==> config.mk <==
export PLATFORM = sky130hd
export DESIGN_NAME = sstc_tx
export DESIGN_NICKNAME = d
export VERILOG_FILES = /design/src/hw/sstc_pkg.sv /design/src/hw/sstc_tx.sv
export VERILOG_INCLUDE_DIRS = /design/src /design/src/hw
export SDC_FILE = /design/constraint.sdc
export NUM_CORES = 1
export LEC_CHECK = 0
export BUFFER_PORTS_ARGS = -buffer_cell sky130_fd_sc_hd__buf_4
export CORE_MARGIN = 5
export CORE_UTILIZATION = 30
export CTS_BUF_LIST = sky130_fd_sc_hd__clkbuf_8 sky130_fd_sc_hd__clkbuf_16
export DETAILED_ROUTE_END_ITERATION = 8
export HOLD_SLACK_MARGIN = 0.02
export PLACE_DENSITY_LB_ADDON = 0.15
export REMOVE_ABC_BUFFERS = 1
export SLEW_MARGIN = 5
export SYNTH_ARGS = -nofsm -noshare
export SYNTH_HDL_FRONTEND = slang
export SYNTH_SLANG_ARGS = --single-unit
==> constraint.sdc <==
create_clock -name aclk -period 7.3 [get_ports aclk]
set_input_delay 1.46 -clock aclk [delete_from_list [all_inputs] [get_ports aclk]]
set_output_delay 1.46 -clock aclk [all_outputs]
set_load 0.02 [all_outputs]
==> src/hw/sstc_cfg.svh <==
`ifndef SSTC_CFG_SVH
`define SSTC_CFG_SVH
// Register byte offsets
`define SSTC_OFS_CTRL      8'h00
`define SSTC_OFS_TCM       8'h04
`define SSTC_OFS_TFM       8'h08
`define SSTC_OFS_THR       8'h0C
`define SSTC_OFS_TSH       8'h10
`define SSTC_OFS_STAT      8'h14
// Control register fields
`define SSTC_CTRL_EN       0
`define SSTC_CTRL_RXEDGE   1
`define SSTC_CTRL_MDRIVE   2
`define SSTC_CTRL_EXT      7:4
`define SSTC_CTRL_DIV      27:16
// Transmit clock mode fields
`define SSTC_TCM_CKS       1:0
`define SSTC_TCM_CKO       4:2
`define SSTC_TCM_CKI       5
`define SSTC_TCM_CKG       7:6
`define SSTC_TCM_START     11:8
`define SSTC_TCM_DLY       23:16
`define SSTC_TCM_PERIOD    31:24
// Transmit frame mode fields
`define SSTC_TFM_LEN       4:0
`define SSTC_TFM_IDLE      5
`define SSTC_TFM_MSB_FIRST_FLAG      7
`define SSTC_TFM_NB        11:8
`define SSTC_TFM_FRAME_SYNC_LENGTH     19:16
`define SSTC_TFM_FRAME_SYNC_OUTPUT_SEL      22:20
`define SSTC_TFM_SYNC_DATA_ENABLE     23
`define SSTC_TFM_SYNC_EDGE_SELECT    24
// Status bits
`define SSTC_ST_EMPTY      0
`define SSTC_ST_TX_SYNC_STATUS_FLAG      1
`define SSTC_ST_RX_SYNC_STATUS_FLAG      2
`define SSTC_ST_BUSY       3
`define SSTC_ST_DMA        5:4
// Reset values
`define SSTC_RST_WORD      32'h0000_0000
`define SSTC_RST_TSH       16'h0000
// Field thresholds
`define SSTC_BYTE_MAX      5'h07
`define SSTC_HALF_MAX      5'h0F
`endif

==> src/hw/sstc_pkg.sv <==
`default_nettype none
package sstc_pkg;
  typedef enum logic [1:0] {ST_IDLE, ST_DELAY, ST_DATA} sstc_state_e;
  typedef enum logic [1:0] {DMA_BYTE, DMA_HALF, DMA_WORD} sstc_dma_e;
endpackage
`default_nettype wire

==> src/hw/sstc_tx.sv <==
// The AXI4-Lite interface to the registers and the register offsets are this design's own decisions.
`timescale 1ns/10ps
`default_nettype none
`include "sstc_cfg.svh"
module sstc_tx
#(
  parameter int WORD_W = 32
)
(
  // Clock and reset
  input  wire logic        aclk,
  input  wire logic        aresetn,
  // AXI4-Lite slave
  input  wire logic [7:0]  s_axi_awaddr,
  input  wire logic        s_axi_awvalid,
  output logic             s_axi_awready,
  input  wire logic [31:0] s_axi_wdata,
  input  wire logic [3:0]  s_axi_wstrb,
  input  wire logic        s_axi_wvalid,
  output logic             s_axi_wready,
  output logic [1:0]       s_axi_bresp,
  output logic             s_axi_bvalid,
  input  wire logic        s_axi_bready,
  input  wire logic [7:0]  s_axi_araddr,
  input  wire logic        s_axi_arvalid,
  output logic             s_axi_arready,
  output logic [31:0]      s_axi_rdata,
  output logic [1:0]       s_axi_rresp,
  output logic             s_axi_rvalid,
  input  wire logic        s_axi_rready,
  // Receiver side signals
  input  wire logic        rx_clock_signal,
  input  wire logic        rx_start,
  input  wire logic        rx_frame_sync,
  // Serial pins
  input  wire logic        tx_clock_pin_in,
  output logic             tx_clock_pin_out,
  output logic             tx_clock_pin_oe,
  input  wire logic        tx_frame_sync_pin_in,
  output logic             tx_frame_sync_pin_out,
  output logic             tx_frame_sync_pin_oe,
  output logic             tx_data_pin_out,
  output logic             tx_data_pin_oe,
  // DMA request side
  output logic             dma_tx_ready,
  output logic [1:0]       dma_size
);
  // Only a 32-bit word path is built
  if (WORD_W != 32)
  begin
    $error("WORD_W must be 32");
  end

  // ==========================================================
  // Register bus
  logic [31:0] ctrl, tcm, tfm, thr;
  logic [15:0] tsh;
  logic        thr_full, tx_sync_status_flag, rx_sync_status_flag;
  logic [7:0]  aw_addr;
  logic [31:0] w_data;
  logic [3:0]  w_strb;
  logic        aw_got, w_got;
  logic [31:0] next_ctrl, next_tcm, next_tfm, next_thr;
  logic [15:0] next_tsh;
  logic        next_thr_full, next_tx_sync_status_flag, next_rx_sync_status_flag;
  logic [7:0]  next_aw_addr;
  logic [31:0] next_w_data, next_rdata;
  logic [3:0]  next_w_strb;
  logic        next_aw_got, next_w_got, next_bvalid, next_rvalid;
  logic [1:0]  next_bresp, next_rresp;
  logic        consume, tx_sync_status_flag_ev, rx_sync_status_flag_ev;
  logic [31:0] tsh_m;
  sstc_pkg::sstc_state_e state;

  function automatic logic [31:0] merge(input logic [31:0] old,
                                        input logic [31:0] d,
                                        input logic [3:0]  s);
    logic [31:0] r;
    r = old;
    for (int i = 0; i < 4; i++)
      if (s[i])
        r[i*8 +: 8] = d[i*8 +: 8];
    return r;
  endfunction

  always_comb
  begin
    tsh_m         = merge({16'h0000, tsh}, w_data, w_strb);
    next_ctrl     = ctrl;
    next_tcm      = tcm;
    next_tfm      = tfm;
    next_thr      = thr;
    next_tsh      = tsh;
    next_thr_full = thr_full & ~consume;
    next_tx_sync_status_flag    = tx_sync_status_flag;
    next_rx_sync_status_flag    = rx_sync_status_flag;
    next_aw_addr  = aw_addr;
    next_w_data   = w_data;
    next_w_strb   = w_strb;
    next_aw_got   = aw_got;
    next_w_got    = w_got;
    next_bvalid   = s_axi_bvalid & ~s_axi_bready;
    next_bresp    = s_axi_bresp;
    next_rvalid   = s_axi_rvalid & ~s_axi_rready;
    next_rresp    = s_axi_rresp;
    next_rdata    = s_axi_rdata;
    if (s_axi_awvalid && s_axi_awready)
    begin
      next_aw_got  = 1'b1;
      next_aw_addr = s_axi_awaddr;
    end
    if (s_axi_wvalid && s_axi_wready)
    begin
      next_w_got  = 1'b1;
      next_w_data = s_axi_wdata;
      next_w_strb = s_axi_wstrb;
    end
    if (aw_got && w_got && !s_axi_bvalid)
    begin
      next_aw_got = 1'b0;
      next_w_got  = 1'b0;
      next_bvalid = 1'b1;
      next_bresp  = 2'b00;
      case (aw_addr)
        `SSTC_OFS_CTRL: next_ctrl = merge(ctrl, w_data, w_strb);
        `SSTC_OFS_TCM:  next_tcm  = merge(tcm, w_data, w_strb);
        `SSTC_OFS_TFM:  next_tfm  = merge(tfm, w_data, w_strb);
        `SSTC_OFS_TSH:
          next_tsh = tsh_m[15:0];
        `SSTC_OFS_THR:
        begin
          next_thr      = merge(thr, w_data, w_strb);
          next_thr_full = 1'b1;
        end
        `SSTC_OFS_STAT: next_bresp = 2'b00;
        default:        next_bresp = 2'b10;
      endcase
    end
    if (s_axi_arvalid && s_axi_arready)
    begin
      next_rvalid = 1'b1;
      next_rresp  = 2'b00;
      case (s_axi_araddr)
        `SSTC_OFS_CTRL: next_rdata = ctrl;
        `SSTC_OFS_TCM:  next_rdata = tcm;
        `SSTC_OFS_TFM:  next_rdata = tfm;
        `SSTC_OFS_THR:  next_rdata = `SSTC_RST_WORD;
        `SSTC_OFS_TSH:  next_rdata = {16'h0000, tsh};
        `SSTC_OFS_STAT:
        begin
          next_rdata = `SSTC_RST_WORD;
          next_rdata[`SSTC_ST_EMPTY] = ~thr_full;
          next_rdata[`SSTC_ST_TX_SYNC_STATUS_FLAG] = tx_sync_status_flag;
          next_rdata[`SSTC_ST_RX_SYNC_STATUS_FLAG] = rx_sync_status_flag;
          next_rdata[`SSTC_ST_BUSY]  = state != sstc_pkg::ST_IDLE;
          next_rdata[`SSTC_ST_DMA]   = dma_size;
          next_tx_sync_status_flag = 1'b0;
          next_rx_sync_status_flag = 1'b0;
        end
        default:
        begin
          next_rdata = `SSTC_RST_WORD;
          next_rresp = 2'b10;
        end
      endcase
    end
    // Flag set wins over read clear
    if (tx_sync_status_flag_ev)
      next_tx_sync_status_flag = 1'b1;
    if (rx_sync_status_flag_ev)
      next_rx_sync_status_flag = 1'b1;
  end

  always_ff @(posedge aclk)
  begin
    if (!aresetn)
    begin
      ctrl <= `SSTC_RST_WORD;
      tcm <= `SSTC_RST_WORD;
      tfm <= `SSTC_RST_WORD;
      thr <= `SSTC_RST_WORD;
      tsh <= `SSTC_RST_TSH;
      thr_full <= 1'b0;
      tx_sync_status_flag <= 1'b0;
      rx_sync_status_flag <= 1'b0;
      aw_addr <= 8'h00;
      w_data <= `SSTC_RST_WORD;
      w_strb <= 4'h0;
      aw_got <= 1'b0;
      w_got <= 1'b0;
      s_axi_awready <= 1'b0;
      s_axi_wready <= 1'b0;
      s_axi_bvalid <= 1'b0;
      s_axi_bresp <= 2'b00;
      s_axi_arready <= 1'b0;
      s_axi_rvalid <= 1'b0;
      s_axi_rresp <= 2'b00;
      s_axi_rdata <= `SSTC_RST_WORD;
    end
    else
    begin
      ctrl <= next_ctrl;
      tcm <= next_tcm;
      tfm <= next_tfm;
      thr <= next_thr;
      tsh <= next_tsh;
      thr_full <= next_thr_full;
      tx_sync_status_flag <= next_tx_sync_status_flag;
      rx_sync_status_flag <= next_rx_sync_status_flag;
      aw_addr <= next_aw_addr;
      w_data <= next_w_data;
      w_strb <= next_w_strb;
      aw_got <= next_aw_got;
      w_got <= next_w_got;
      s_axi_awready <= ~next_aw_got & ~next_bvalid;
      s_axi_wready <= ~next_w_got & ~next_bvalid;
      s_axi_bvalid <= next_bvalid;
      s_axi_bresp <= next_bresp;
      s_axi_arready <= ~next_rvalid;
      s_axi_rvalid <= next_rvalid;
      s_axi_rresp <= next_rresp;
      s_axi_rdata <= next_rdata;
    end
  end

  // ==========================================================
  // Clock selection, edges and period
  logic [11:0] div_cnt, next_div_cnt;
  logic        div_clk, next_div_clk, clk_q, rfs_q, tf_smp;
  logic        sel_clk, gate_ok, rise, fall, shift_tick, samp_tick;
  logic        tf_lvl, start_ev, per_ev;
  logic [8:0]  per_cnt, next_per_cnt;
  logic [7:0]  period;
  logic [11:0] div;

  assign div    = ctrl[`SSTC_CTRL_DIV];
  assign period = tcm[`SSTC_TCM_PERIOD];
  assign tf_lvl = tx_frame_sync_pin_oe ? tx_frame_sync_pin_out
                                       : tx_frame_sync_pin_in;

  always_comb
  begin
    next_div_cnt = div_cnt + 12'h001;
    next_div_clk = div_clk;
    if (div == 12'h000)
    begin
      next_div_cnt = 12'h000;
      next_div_clk = 1'b0;
    end
    else if (div_cnt >= div - 12'h001)
    begin
      next_div_cnt = 12'h000;
      next_div_clk = ~div_clk;
    end
    case (tcm[`SSTC_TCM_CKS])
      2'h0:    sel_clk = div_clk;
      2'h1:    sel_clk = rx_clock_signal;
      2'h2:    sel_clk = tx_clock_pin_in;
      default: sel_clk = 1'b0;
    endcase
    case (tcm[`SSTC_TCM_CKG])
      2'h0:    gate_ok = 1'b1;
      2'h1:    gate_ok = ~tf_lvl;
      2'h2:    gate_ok = tf_lvl;
      default: gate_ok = 1'b0;
    endcase
    rise = gate_ok & sel_clk & ~clk_q;
    fall = gate_ok & ~sel_clk & clk_q;
    shift_tick = tcm[`SSTC_TCM_CKI] ? rise : fall;
    samp_tick  = tcm[`SSTC_TCM_CKI] ? fall : rise;
    next_per_cnt = per_cnt;
    per_ev = 1'b0;
    if (period == 8'h00)
      next_per_cnt = 9'h000;
    else if (shift_tick)
    begin
      if (per_cnt >= {period, 1'b1})
      begin
        next_per_cnt = 9'h000;
        per_ev = 1'b1;
      end
      else
        next_per_cnt = per_cnt + 9'h001;
    end
    case (tcm[`SSTC_TCM_START])
      4'h0: start_ev = thr_full & (period == 8'h00 | per_ev);
      4'h1: start_ev = rx_start;
      4'h2: start_ev = samp_tick & ~tf_lvl;
      4'h3: start_ev = samp_tick & tf_lvl;
      4'h4: start_ev = samp_tick & tf_smp & ~tf_lvl;
      4'h5: start_ev = samp_tick & ~tf_smp & tf_lvl;
      4'h6,
      4'h7: start_ev = samp_tick & (tf_smp ^ tf_lvl);
      default: start_ev = 1'b0;
    endcase
    tx_sync_status_flag_ev = samp_tick & (tfm[`SSTC_TFM_SYNC_EDGE_SELECT] ? tf_smp & ~tf_lvl
                                                  : ~tf_smp & tf_lvl);
    rx_sync_status_flag_ev = ctrl[`SSTC_CTRL_RXEDGE] ? rfs_q & ~rx_frame_sync
                                       : ~rfs_q & rx_frame_sync;
  end

  always_ff @(posedge aclk)
  begin
    if (!aresetn)
    begin
      div_cnt <= 12'h000;
      div_clk <= 1'b0;
      clk_q <= 1'b0;
      rfs_q <= 1'b0;
      tf_smp <= 1'b0;
      per_cnt <= 9'h000;
    end
    else
    begin
      div_cnt <= next_div_cnt;
      div_clk <= next_div_clk;
      clk_q <= sel_clk;
      rfs_q <= rx_frame_sync;
      tf_smp <= samp_tick ? tf_lvl : tf_smp;
      per_cnt <= next_per_cnt;
    end
  end

  // ==========================================================
  // Transmit engine
  sstc_pkg::sstc_state_e next_state;
  logic [7:0]  dly, next_dly;
  logic [8:0]  fs_cnt, next_fs_cnt;
  logic [4:0]  idx, next_idx, len;
  logic [3:0]  words, next_words;
  logic [31:0] shreg, next_shreg;
  logic [15:0] sync_sh, next_sync;
  logic        pend, next_pend, tgl, next_tgl;
  logic        next_td, next_tf, next_tf_oe, next_tk, next_tk_oe;
  logic        busy;

  assign len = tfm[`SSTC_TFM_LEN];

  always_comb
  begin
    next_state  = state;
    next_dly    = dly;
    next_fs_cnt = fs_cnt;
    next_idx    = idx;
    next_words  = words;
    next_shreg  = shreg;
    next_sync   = sync_sh;
    next_tgl    = tgl;
    next_pend   = (pend | start_ev) & ctrl[`SSTC_CTRL_EN];
    consume     = 1'b0;
    if (shift_tick && ctrl[`SSTC_CTRL_EN])
    begin
      // sync pulse and sync data shift
      if (fs_cnt != 9'h000)
      begin
        next_fs_cnt = fs_cnt - 9'h001;
        next_sync   = sync_sh >> 1;
      end
      case (state)
        sstc_pkg::ST_IDLE:
          if (pend && thr_full)
          begin
            next_pend   = start_ev;
            next_fs_cnt = {1'b0, ctrl[`SSTC_CTRL_EXT],
                           tfm[`SSTC_TFM_FRAME_SYNC_LENGTH]} + 9'h001;
            next_sync   = tsh;
            next_tgl    = ~tgl;
            next_words  = tfm[`SSTC_TFM_NB];
            next_dly    = tcm[`SSTC_TCM_DLY];
            next_state  = sstc_pkg::ST_DELAY;
            if (tcm[`SSTC_TCM_DLY] == 8'h00)
            begin
              next_state = sstc_pkg::ST_DATA;
              next_shreg = thr;
              next_idx   = 5'h00;
              consume    = 1'b1;
            end
          end
        sstc_pkg::ST_DELAY:
          if (dly <= 8'h01)
          begin
            next_state = sstc_pkg::ST_DATA;
            next_shreg = thr;
            next_idx   = 5'h00;
            consume    = 1'b1;
          end
          else
            next_dly = dly - 8'h01;
        sstc_pkg::ST_DATA:
          // word of length plus one bits
          if (idx >= len)
          begin
            if (words != 4'h0 && thr_full)
            begin
              next_words = words - 4'h1;
              next_shreg = thr;
              next_idx   = 5'h00;
              consume    = 1'b1;
            end
            else
              next_state = sstc_pkg::ST_IDLE;
          end
          else
            next_idx = idx + 5'h01;
        default: next_state = sstc_pkg::ST_IDLE;
      endcase
    end
    busy = next_state != sstc_pkg::ST_IDLE;
    // bit order; sync data; idle level
    if (next_state == sstc_pkg::ST_DATA)
      next_td = tfm[`SSTC_TFM_MSB_FIRST_FLAG] ? next_shreg[len - next_idx]
                                    : next_shreg[next_idx];
    else if (next_fs_cnt != 9'h000 && tfm[`SSTC_TFM_SYNC_DATA_ENABLE])
      next_td = next_sync[0];
    else
      next_td = tfm[`SSTC_TFM_IDLE];
    next_tf_oe = 1'b1;
    case (tfm[`SSTC_TFM_FRAME_SYNC_OUTPUT_SEL])
      3'h1: next_tf = next_fs_cnt == 9'h000;
      3'h2: next_tf = next_fs_cnt != 9'h000;
      3'h3: next_tf = ~busy;
      3'h4: next_tf = busy;
      3'h5: next_tf = next_tgl;
      default:
      begin
        next_tf    = 1'b0;
        next_tf_oe = 1'b0;
      end
    endcase
    case (tcm[`SSTC_TCM_CKO])
      3'h1:
      begin
        next_tk    = sel_clk;
        next_tk_oe = 1'b1;
      end
      3'h2:
      begin
        next_tk    = sel_clk & busy;
        next_tk_oe = 1'b1;
      end
      default:
      begin
        next_tk    = 1'b0;
        next_tk_oe = 1'b0;
      end
    endcase
  end

  always_ff @(posedge aclk)
  begin
    if (!aresetn)
    begin
      state <= sstc_pkg::ST_IDLE;
      dly <= 8'h00;
      fs_cnt <= 9'h000;
      idx <= 5'h00;
      words <= 4'h0;
      shreg <= `SSTC_RST_WORD;
      sync_sh <= `SSTC_RST_TSH;
      pend <= 1'b0;
      tgl <= 1'b0;
      tx_data_pin_out <= 1'b0;
      tx_data_pin_oe <= 1'b0;
      tx_frame_sync_pin_out <= 1'b0;
      tx_frame_sync_pin_oe <= 1'b0;
      tx_clock_pin_out <= 1'b0;
      tx_clock_pin_oe <= 1'b0;
      dma_tx_ready <= 1'b0;
      dma_size <= sstc_pkg::DMA_BYTE;
    end
    else
    begin
      state <= next_state;
      dly <= next_dly;
      fs_cnt <= next_fs_cnt;
      idx <= next_idx;
      words <= next_words;
      shreg <= next_shreg;
      sync_sh <= next_sync;
      pend <= next_pend;
      tgl <= next_tgl;
      tx_data_pin_out <= next_td;
      tx_data_pin_oe <= ~ctrl[`SSTC_CTRL_MDRIVE] | next_td;
      tx_frame_sync_pin_out <= next_tf;
      tx_frame_sync_pin_oe <= next_tf_oe;
      tx_clock_pin_out <= next_tk;
      tx_clock_pin_oe <= next_tk_oe;
      dma_tx_ready <= ~next_thr_full & ctrl[`SSTC_CTRL_EN];
      if (len <= `SSTC_BYTE_MAX)
        dma_size <= sstc_pkg::DMA_BYTE;
      else if (len <= `SSTC_HALF_MAX)
        dma_size <= sstc_pkg::DMA_HALF;
      else
        dma_size <= sstc_pkg::DMA_WORD;
    end
  end

  // ==========================================================
  // Assertions
  property p_cks_res;
    @(posedge aclk) disable iff (!aresetn)
    tcm[`SSTC_TCM_CKS] == 2'h3 |-> !shift_tick && !samp_tick;
  endproperty
  a_cks_res: assert property (p_cks_res) else $error("reserved clk ticks");
  property p_cko_in;
    @(posedge aclk) disable iff (!aresetn)
    tcm[`SSTC_TCM_CKO] == 3'h0 |=> !tx_clock_pin_oe;
  endproperty
  a_cko_in: assert property (p_cko_in) else $error("tk driven");
  property p_shift_fall;
    @(posedge aclk) disable iff (!aresetn)
    shift_tick && !tcm[`SSTC_TCM_CKI] |-> clk_q && !sel_clk;
  endproperty
  a_shift_fall: assert property (p_shift_fall) else $error("not fall");
  property p_shift_rise;
    @(posedge aclk) disable iff (!aresetn)
    shift_tick && tcm[`SSTC_TCM_CKI] |-> !clk_q && sel_clk;
  endproperty
  a_shift_rise: assert property (p_shift_rise) else $error("not rise");
  property p_per;
    @(posedge aclk) disable iff (!aresetn)
    per_ev |-> period != 8'h00 && per_cnt == {period, 1'b1};
  endproperty
  a_per: assert property (p_per) else $error("bad period event");
  property p_frame_sync_output_sel_in;
    @(posedge aclk) disable iff (!aresetn)
    tfm[`SSTC_TFM_FRAME_SYNC_OUTPUT_SEL] == 3'h0 |=> !tx_frame_sync_pin_oe;
  endproperty
  a_frame_sync_output_sel_in: assert property (p_frame_sync_output_sel_in) else $error("tf driven");
  property p_idle_td;
    @(posedge aclk) disable iff (!aresetn)
    state == sstc_pkg::ST_IDLE && fs_cnt == 9'h000 && !shift_tick
      |=> tx_data_pin_out == $past(tfm[`SSTC_TFM_IDLE]);
  endproperty
  a_idle_td: assert property (p_idle_td) else $error("idle lvl");
  property p_mdrive;
    @(posedge aclk) disable iff (!aresetn)
    ctrl[`SSTC_CTRL_MDRIVE] ##1 !tx_data_pin_out |-> !tx_data_pin_oe;
  endproperty
  a_mdrive: assert property (p_mdrive) else $error("md drive");
  property p_dma;
    @(posedge aclk) disable iff (!aresetn)
    $stable(len) && len > `SSTC_HALF_MAX |=> dma_size == sstc_pkg::DMA_WORD;
  endproperty
  a_dma: assert property (p_dma) else $error("dma size");
  c_start: cover property (@(posedge aclk) disable iff (!aresetn)
    state == sstc_pkg::ST_IDLE ##1 state != sstc_pkg::ST_IDLE);
  c_reload: cover property (@(posedge aclk) disable iff (!aresetn)
    consume && state == sstc_pkg::ST_DATA);
  c_tx_sync_status_flag: cover property (@(posedge aclk) disable iff (!aresetn)
    tx_sync_status_flag_ev);
endmodule
`default_nettype wire

==> impl_metrics.ini, run 1 <==
[outcome]
status = completed

[min_path]
min_path_cells = 2
min_to = thr[11]
hold_start = thr[11]
hold_class = flop to flop

[grt]
antenna_found_initial = 1
grt_max_degree = 139
overflow = 0
first_global_vias = 13426
track_usage_pct = 17.57
grt_pass1_wl_um = 80430

[logic_synthesis]
syn-cell-area_um2 = 16030
netlist.area_leader.share_pct = 42.97
synth_seq_area_share_pct = 42.97
ys_seq_elements = 344
ys_types = 76
synthCells = 1871
synth_area_per_cell_um2 = 8.565
synth_flop_cell = dfxtp_1
async_flop_share_pct = 0
synth_warnings = 0
synthTopCellsByArea = dfxtp_1 43%, mux2i_1 9.9%, nor2_1 6.9%
synth_edf_count = 0
yosysTopAreaCell = dfxtp_1

[timing]
fin_skew_ns = 0.02382
setup_violations = 0
tightest_slew_ns = 0.9666
rsz0062_at_grt = false
finalSetupTns_ns = 0
drv_slew = 0
hold_violations = 0
setup_ws_ns = 1.389
fin_crit_ns = 5.911
timing.fmax_ghz = 0.1692
slew_headroom_pct = 35.56
hold_ws_ns = 0.4558
post-route-period-util_pct = 80.97

[clock_tree]
clock-root-buffer = clkbuf_16
post_cts_buffers = 0
cts_resized = 0
cts_tree = built
clock_sinks = 344
htreeDepth = 2
cts.path.max_buffers = 3
cts_hold_buf = 0
clkTransAtPathRegs_ns = 0.06
cts_buffers = 42
worstSkewPairLatency_ns = 0.57

[setup_path]
ff2ff_path_depth = 17
crit_arrival_ns = 6.34
worstPathRequired_ns = 7.72
r2r_slack_ns = 1.71
endpoint_kind = flop
max_stage_delay_ns = 0.60
crit_slowest_cell = nor4_2
cp-start-kind = input pin
r2r_start = div_clk
path_common_cell = buf_4
worstPathMaxFanout = 11
timing_worst_setup_path_type = input pin to flop
cp_cell_sequence = buf_4 > mux2_4 > mux2i_2 > nand2_1 > nor4_2 > nor2_1 > a41oi_1 > buf_4 > ha_1 > inv_1 > fa_1 > xor2_1 > mux4_2 > nor2b_1 > a2111oi_0 > or4_1 > and3_1 > a31oi_1
r2r-end = tx_data_pin_oe

[floorplan]
dieArea_um2 = 58140
rows = 84
pin_count = 114
core_um2 = 52760
start_util_pct = 30.37
die_w_um = 241.1
die_height_um = 241.1

[route]
drt-initial-drc-count = 1060
vias_per_cell = 5.170
detail-route-antenna-nets = 0
drt_pass1_iterations = 5
drc = 0
drt_wl_total_um = 51930
wl_per_cell_um = 19.64
vias = 13670

[cells_and_area]
final_area_um2 = 18720
num-nets-final = 2037
drive_gt1_share_pct = 12.42
n_antenna_cell = 0
syn2layout_area_growth_pct = 16.80
utilization_pct = 35.48

[place]
io_buffers = 111
placed_cell_area_um2 = 17430
routabilityCongestion = 0.8595
dp_hpwl_um = 36300
dp_slack_ns = 0.8425

[flow_run]
maxCapViolations = 0

[pwr]
ir_worst_vdd_mv = 0.1243
p_leak_nw = 7.633
p_per_area_nw_per_um2 = 216.1
-- kinds of logic after synthesis --
| logic type | Yosys count | share of synthesized area (%) |
|---|---|---|
| fa+ha+maj | 41 | 3.248 |
| xor+xnor | 40 | 2.186 |
| flops | 344 | 42.97 |
| simple gates | 736 | 20.74 |
| compound gates | 383 | 15.32 |
| mux | 175 | 11.66 |
| other cells | 1 | 0.02340 |
| buf+inv | 151 | 3.849 |
-- state kept, by name (all words and copies together), names as in the netlist, 8 cells and up --
name	cells
shreg	32
div_cnt	12
fs_cnt	9
s_axi_rdata	32
ctrl	32
aw_addr	8
sync_sh	16
tsh	16
thr	32
dly	8
w_data	32
per_cnt	9
tfm	32
tcm	32
-- routing by layer --
metal,GRT usage [%],routed length [um],vias to the layer above
li1,-,-,6727
met1,23.95,24010,6610
met2,29.47,24850,272
met3,2.377,2079,61
met4,4.599,990,0
met5,0,0,-
-- cell usage in the layout (no fill, tap or decap), drive strengths merged, types with 8 or more instances in the layout --
master and n:
a21oi 187, ha 40, a22oi 29, nor2 294, nor4 11, o21ai 35, mux4 8, and3 18
clkbuf 50, o221a 16, xor2 19, xnor2 21, and2 24, a211oi 10, nor3 36, buf 131
a222oi 19, nand2 203, a21o 17, nand2b 18, dfxtp 344, mux2i 160, a31oi 12, or3 13
nand3 69, inv 47
-- metrics by stage --
step | cells | power (mW)
floorplan | 1757 | 2.017
global placement | 2576 | 2.108
detailed placement | 2576 | 2.110
CTS | 2644 | 4.111
global route | 2644 | 4.196
finish | 2644 | 4.044
-- cell usage after synthesis (19+ instances only) --
library cell and instances:
inv_1 35, nor2_1 293, xor2_1 19, nand3_1 69, xnor2_1 21, nand2_1 203, a22oi_1 29, a222oi_1 19
ha_1 40, nor3_1 35, dfxtp_1 344, mux2i_1 159, and2_1 23, a21oi_1 187, clkbuf_1 99, o21ai_0 34
-- how the worst max path moves through the flow --
stage	from	to	cells after the start
finish	tx_frame_sync_pin_in	tx_data_pin_oe	18
global placement	tx_frame_sync_pin_in	tx_data_pin_oe	18
global route	tx_frame_sync_pin_in	tx_data_pin_oe	18
CTS	tx_frame_sync_pin_in	tx_data_pin_oe	18
floorplan	tx_clock_pin_in	tx_data_pin_oe	13
detailed placement	tx_frame_sync_pin_in	tx_data_pin_oe	18
-- worst max-delay path, delay by kind of cell --
| family | cells | cell delay, ns |
|---|---|---|
| buf+inv | 3 | 0.37 |
| simple gates | 6 | 1.50 |
| compound gates | 3 | 0.66 |
| xor+xnor | 1 | 0.57 |
| fa+ha+maj | 2 | 0.58 |
| mux | 3 | 1.19 |
-- layout make-up --
| class | instances | area [um^2] |
|---|---|---|
| fillers | 5443 | 34040 |
| multi-input cells | 1377 | 8558 |
| flip-flops and latches | 344 | 6887 |
| clock buffers | 50 | 1161 |
| repair buffers | 131 | 983.4 |
| well taps | 688 | 860.8 |
| inverters | 36 | 142.6 |
| clock inverters | 18 | 125.1 |
-- power breakdown --
group          total (mW)  internal (mW)  switching (mW)
sequential           1.93           1.90          0.0294
combinational       0.140         0.0493          0.0909
clock                1.98           1.16           0.822
total                4.04           3.10           0.942
Power figures use the tool's default switching activity.
==> run 2, diff against run 1 <==
Clock period 7.3 ns to 6 ns, I/O delays scaled along.
==> impl_metrics.ini, run 2 (synthesis gave the netlist of run 1 again) <==
[outcome]
status = completed

[route]
drt_pass1_iterations = 6
drt_wl_total_um = 52890
drt-initial-drc-count = 924
vias_per_cell = 5.165
drc = 0
wl_per_cell_um = 19.87
vias = 13748
detail-route-antenna-nets = 0

[cells_and_area]
fill_cells = 5509
final_cell_mix = 344 x dfxtp_1, 293 x nor2_1, 203 x nand2_1
syn2layout_area_growth_pct = 18.21
n_antenna_cell = 0
drive_gt1_share_pct = 13.22
final_area_um2 = 18940
fin_cells = 2662
num-nets-final = 2047
mostFrequentLayoutCell = dfxtp_1

[place]
routabilityCongestion = 0.8414
placed_cell_area_um2 = 17510
io_buffers = 111
dp_hpwl_um = 37350
dp.cells = 2586

[grt]
overflow = 0
track_usage_pct = 17.90
grt_pass1_wl_um = 81400
antenna_found_initial = 2
grt_max_degree = 122
first_global_vias = 13587

[setup_path]
ff2ff_path_depth = 15
cp_cell_sequence = mux2i_1 > o21ai_2 > mux2_2 > nor4_2 > nor2_1 > a41oi_1 > ha_1 > inv_1 > fa_1 > xnor2_1 > mux4_2 > a2111oi_0 > or4_1 > and3_1 > a31oi_1
r2r_slack_ns = 1.03
crit_arrival_ns = 5.39
path_buf_inv = 1
r2r-end = tx_data_pin_oe
worstPathMaxFanout = 16
timing_worst_setup_path_type = flop to flop
worstPathRequired_ns = 6.42
crit_family = multiplexers
max_stage_delay_ns = 0.62
r2r_start = div_clk
crit_slowest_cell = dfxtp_1
cp-start-kind = flop
crit_start = div_clk
endpoint_kind = flop

[clock_tree]
cts_buffers = 42
cts.path.max_buffers = 3
clkTransAtPathRegs_ns = 0.06
htreeDepth = 2
cts_resized = 0
clock-root-buffer = clkbuf_16
cts_hold_buf = 0
post_cts_buffers = 0
worstSkewPairLatency_ns = 0.56
cts_tree = built
clock_sinks = 344

[pwr]
finalPower_mw = 5.113
p_per_area_nw_per_um2 = 269.9
ir_worst_vdd_mv = 0.1857
p_leak_nw = 7.752

[timing]
fin_crit_ns = 4.967
fin_skew_ns = 0.01703
setup_violations = 0
drv_slew = 0
slew_headroom_pct = 33.11
post-route-period-util_pct = 82.79
timing.fmax_ghz = 0.2013
rsz0062_at_grt = false
tightest_slew_ns = 0.9990
hold_violations = 0
hold_ws_ns = 0.4522

[floorplan]
core_um2 = 52760
die_height_um = 241.1
rows = 84
die_w_um = 241.1
pin_count = 114
dieArea_um2 = 58140
start_util_pct = 30.37

[flow_run]
maxCapViolations = 0

[min_path]
hold_start = aw_got
min_to = s_axi_awready
hold_class = flop to flop
min_path_cells = 1
-- run 2: worst register-to-register path, cell delays in order, from the launching register on --
cell and delay, ns:
dfxtp_1 0.62, mux2i_1 0.17, o21ai_2 0.27, mux2_2 0.51, nor4_2 0.36, nor2_1 0.07
a41oi_1 0.31, ha_1 0.21, inv_1 0.06, fa_1 0.43, xnor2_1 0.43, mux4_2 0.56
a2111oi_0 0.39, or4_1 0.20, and3_1 0.16, a31oi_1 0.08
-- run 2: worst max path at each step --
stage	endpoint	slack [ns]	depth (start not counted)
2_1_floorplan	tx_data_pin_oe	-0.89	13
3_3_place_gp	tx_data_pin_oe	0.54	18
3_5_place_dp	tx_data_pin_oe	0.49	16
4_1_cts	tx_data_pin_oe	0.99	15
5_1_grt	tx_data_pin_oe	0.59	14
6_report	tx_data_pin_oe	1.03	15
-- run 2: cell type report --
type | count | area, um^2 | area share, %
timing repair buffer | 141 | 1059 | 5.588
multi-input combinational | 1377 | 8559 | 45.18
tap | 688 | 860.8 | 4.544
clock buffer | 57 | 1291 | 6.816
inverter | 36 | 142.6 | 0.7530
clock inverter | 19 | 143.9 | 0.7596
sequential | 344 | 6887 | 36.35
-- run 2: per-stage QoR --
step | utilization, % | setup slack (ns) | setup TNS [ns]
6_report | 35.90 | 1.033 | 0
2_1_floorplan | - | -0.8885 | -1.744
3_3_place_gp | 33.18 | 0.5362 | 0
4_1_cts | 35.90 | 0.9932 | 0
5_1_grt | 35.90 | 0.5893 | 0
3_5_place_dp | 33.18 | 0.4854 | 0
-- run 2: power by group --
part / switching [mW] / internal (mW) / total (mW)
sequential: 0.0358 / 2.31 / 2.34
clock: 1.01 / 1.58 / 2.60
combinational: 0.112 / 0.0608 / 0.173
total: 1.16 / 3.95 / 5.11
-- run 2: routing by layer --
metal,part of all wire (%),GRT usage (%),vias up
met5,0,0,-
met3,3.8,2.960,93
met1,47,24.43,6604
met4,3.1,5.727,0
met2,46,29.09,283
li1,-,-,6768
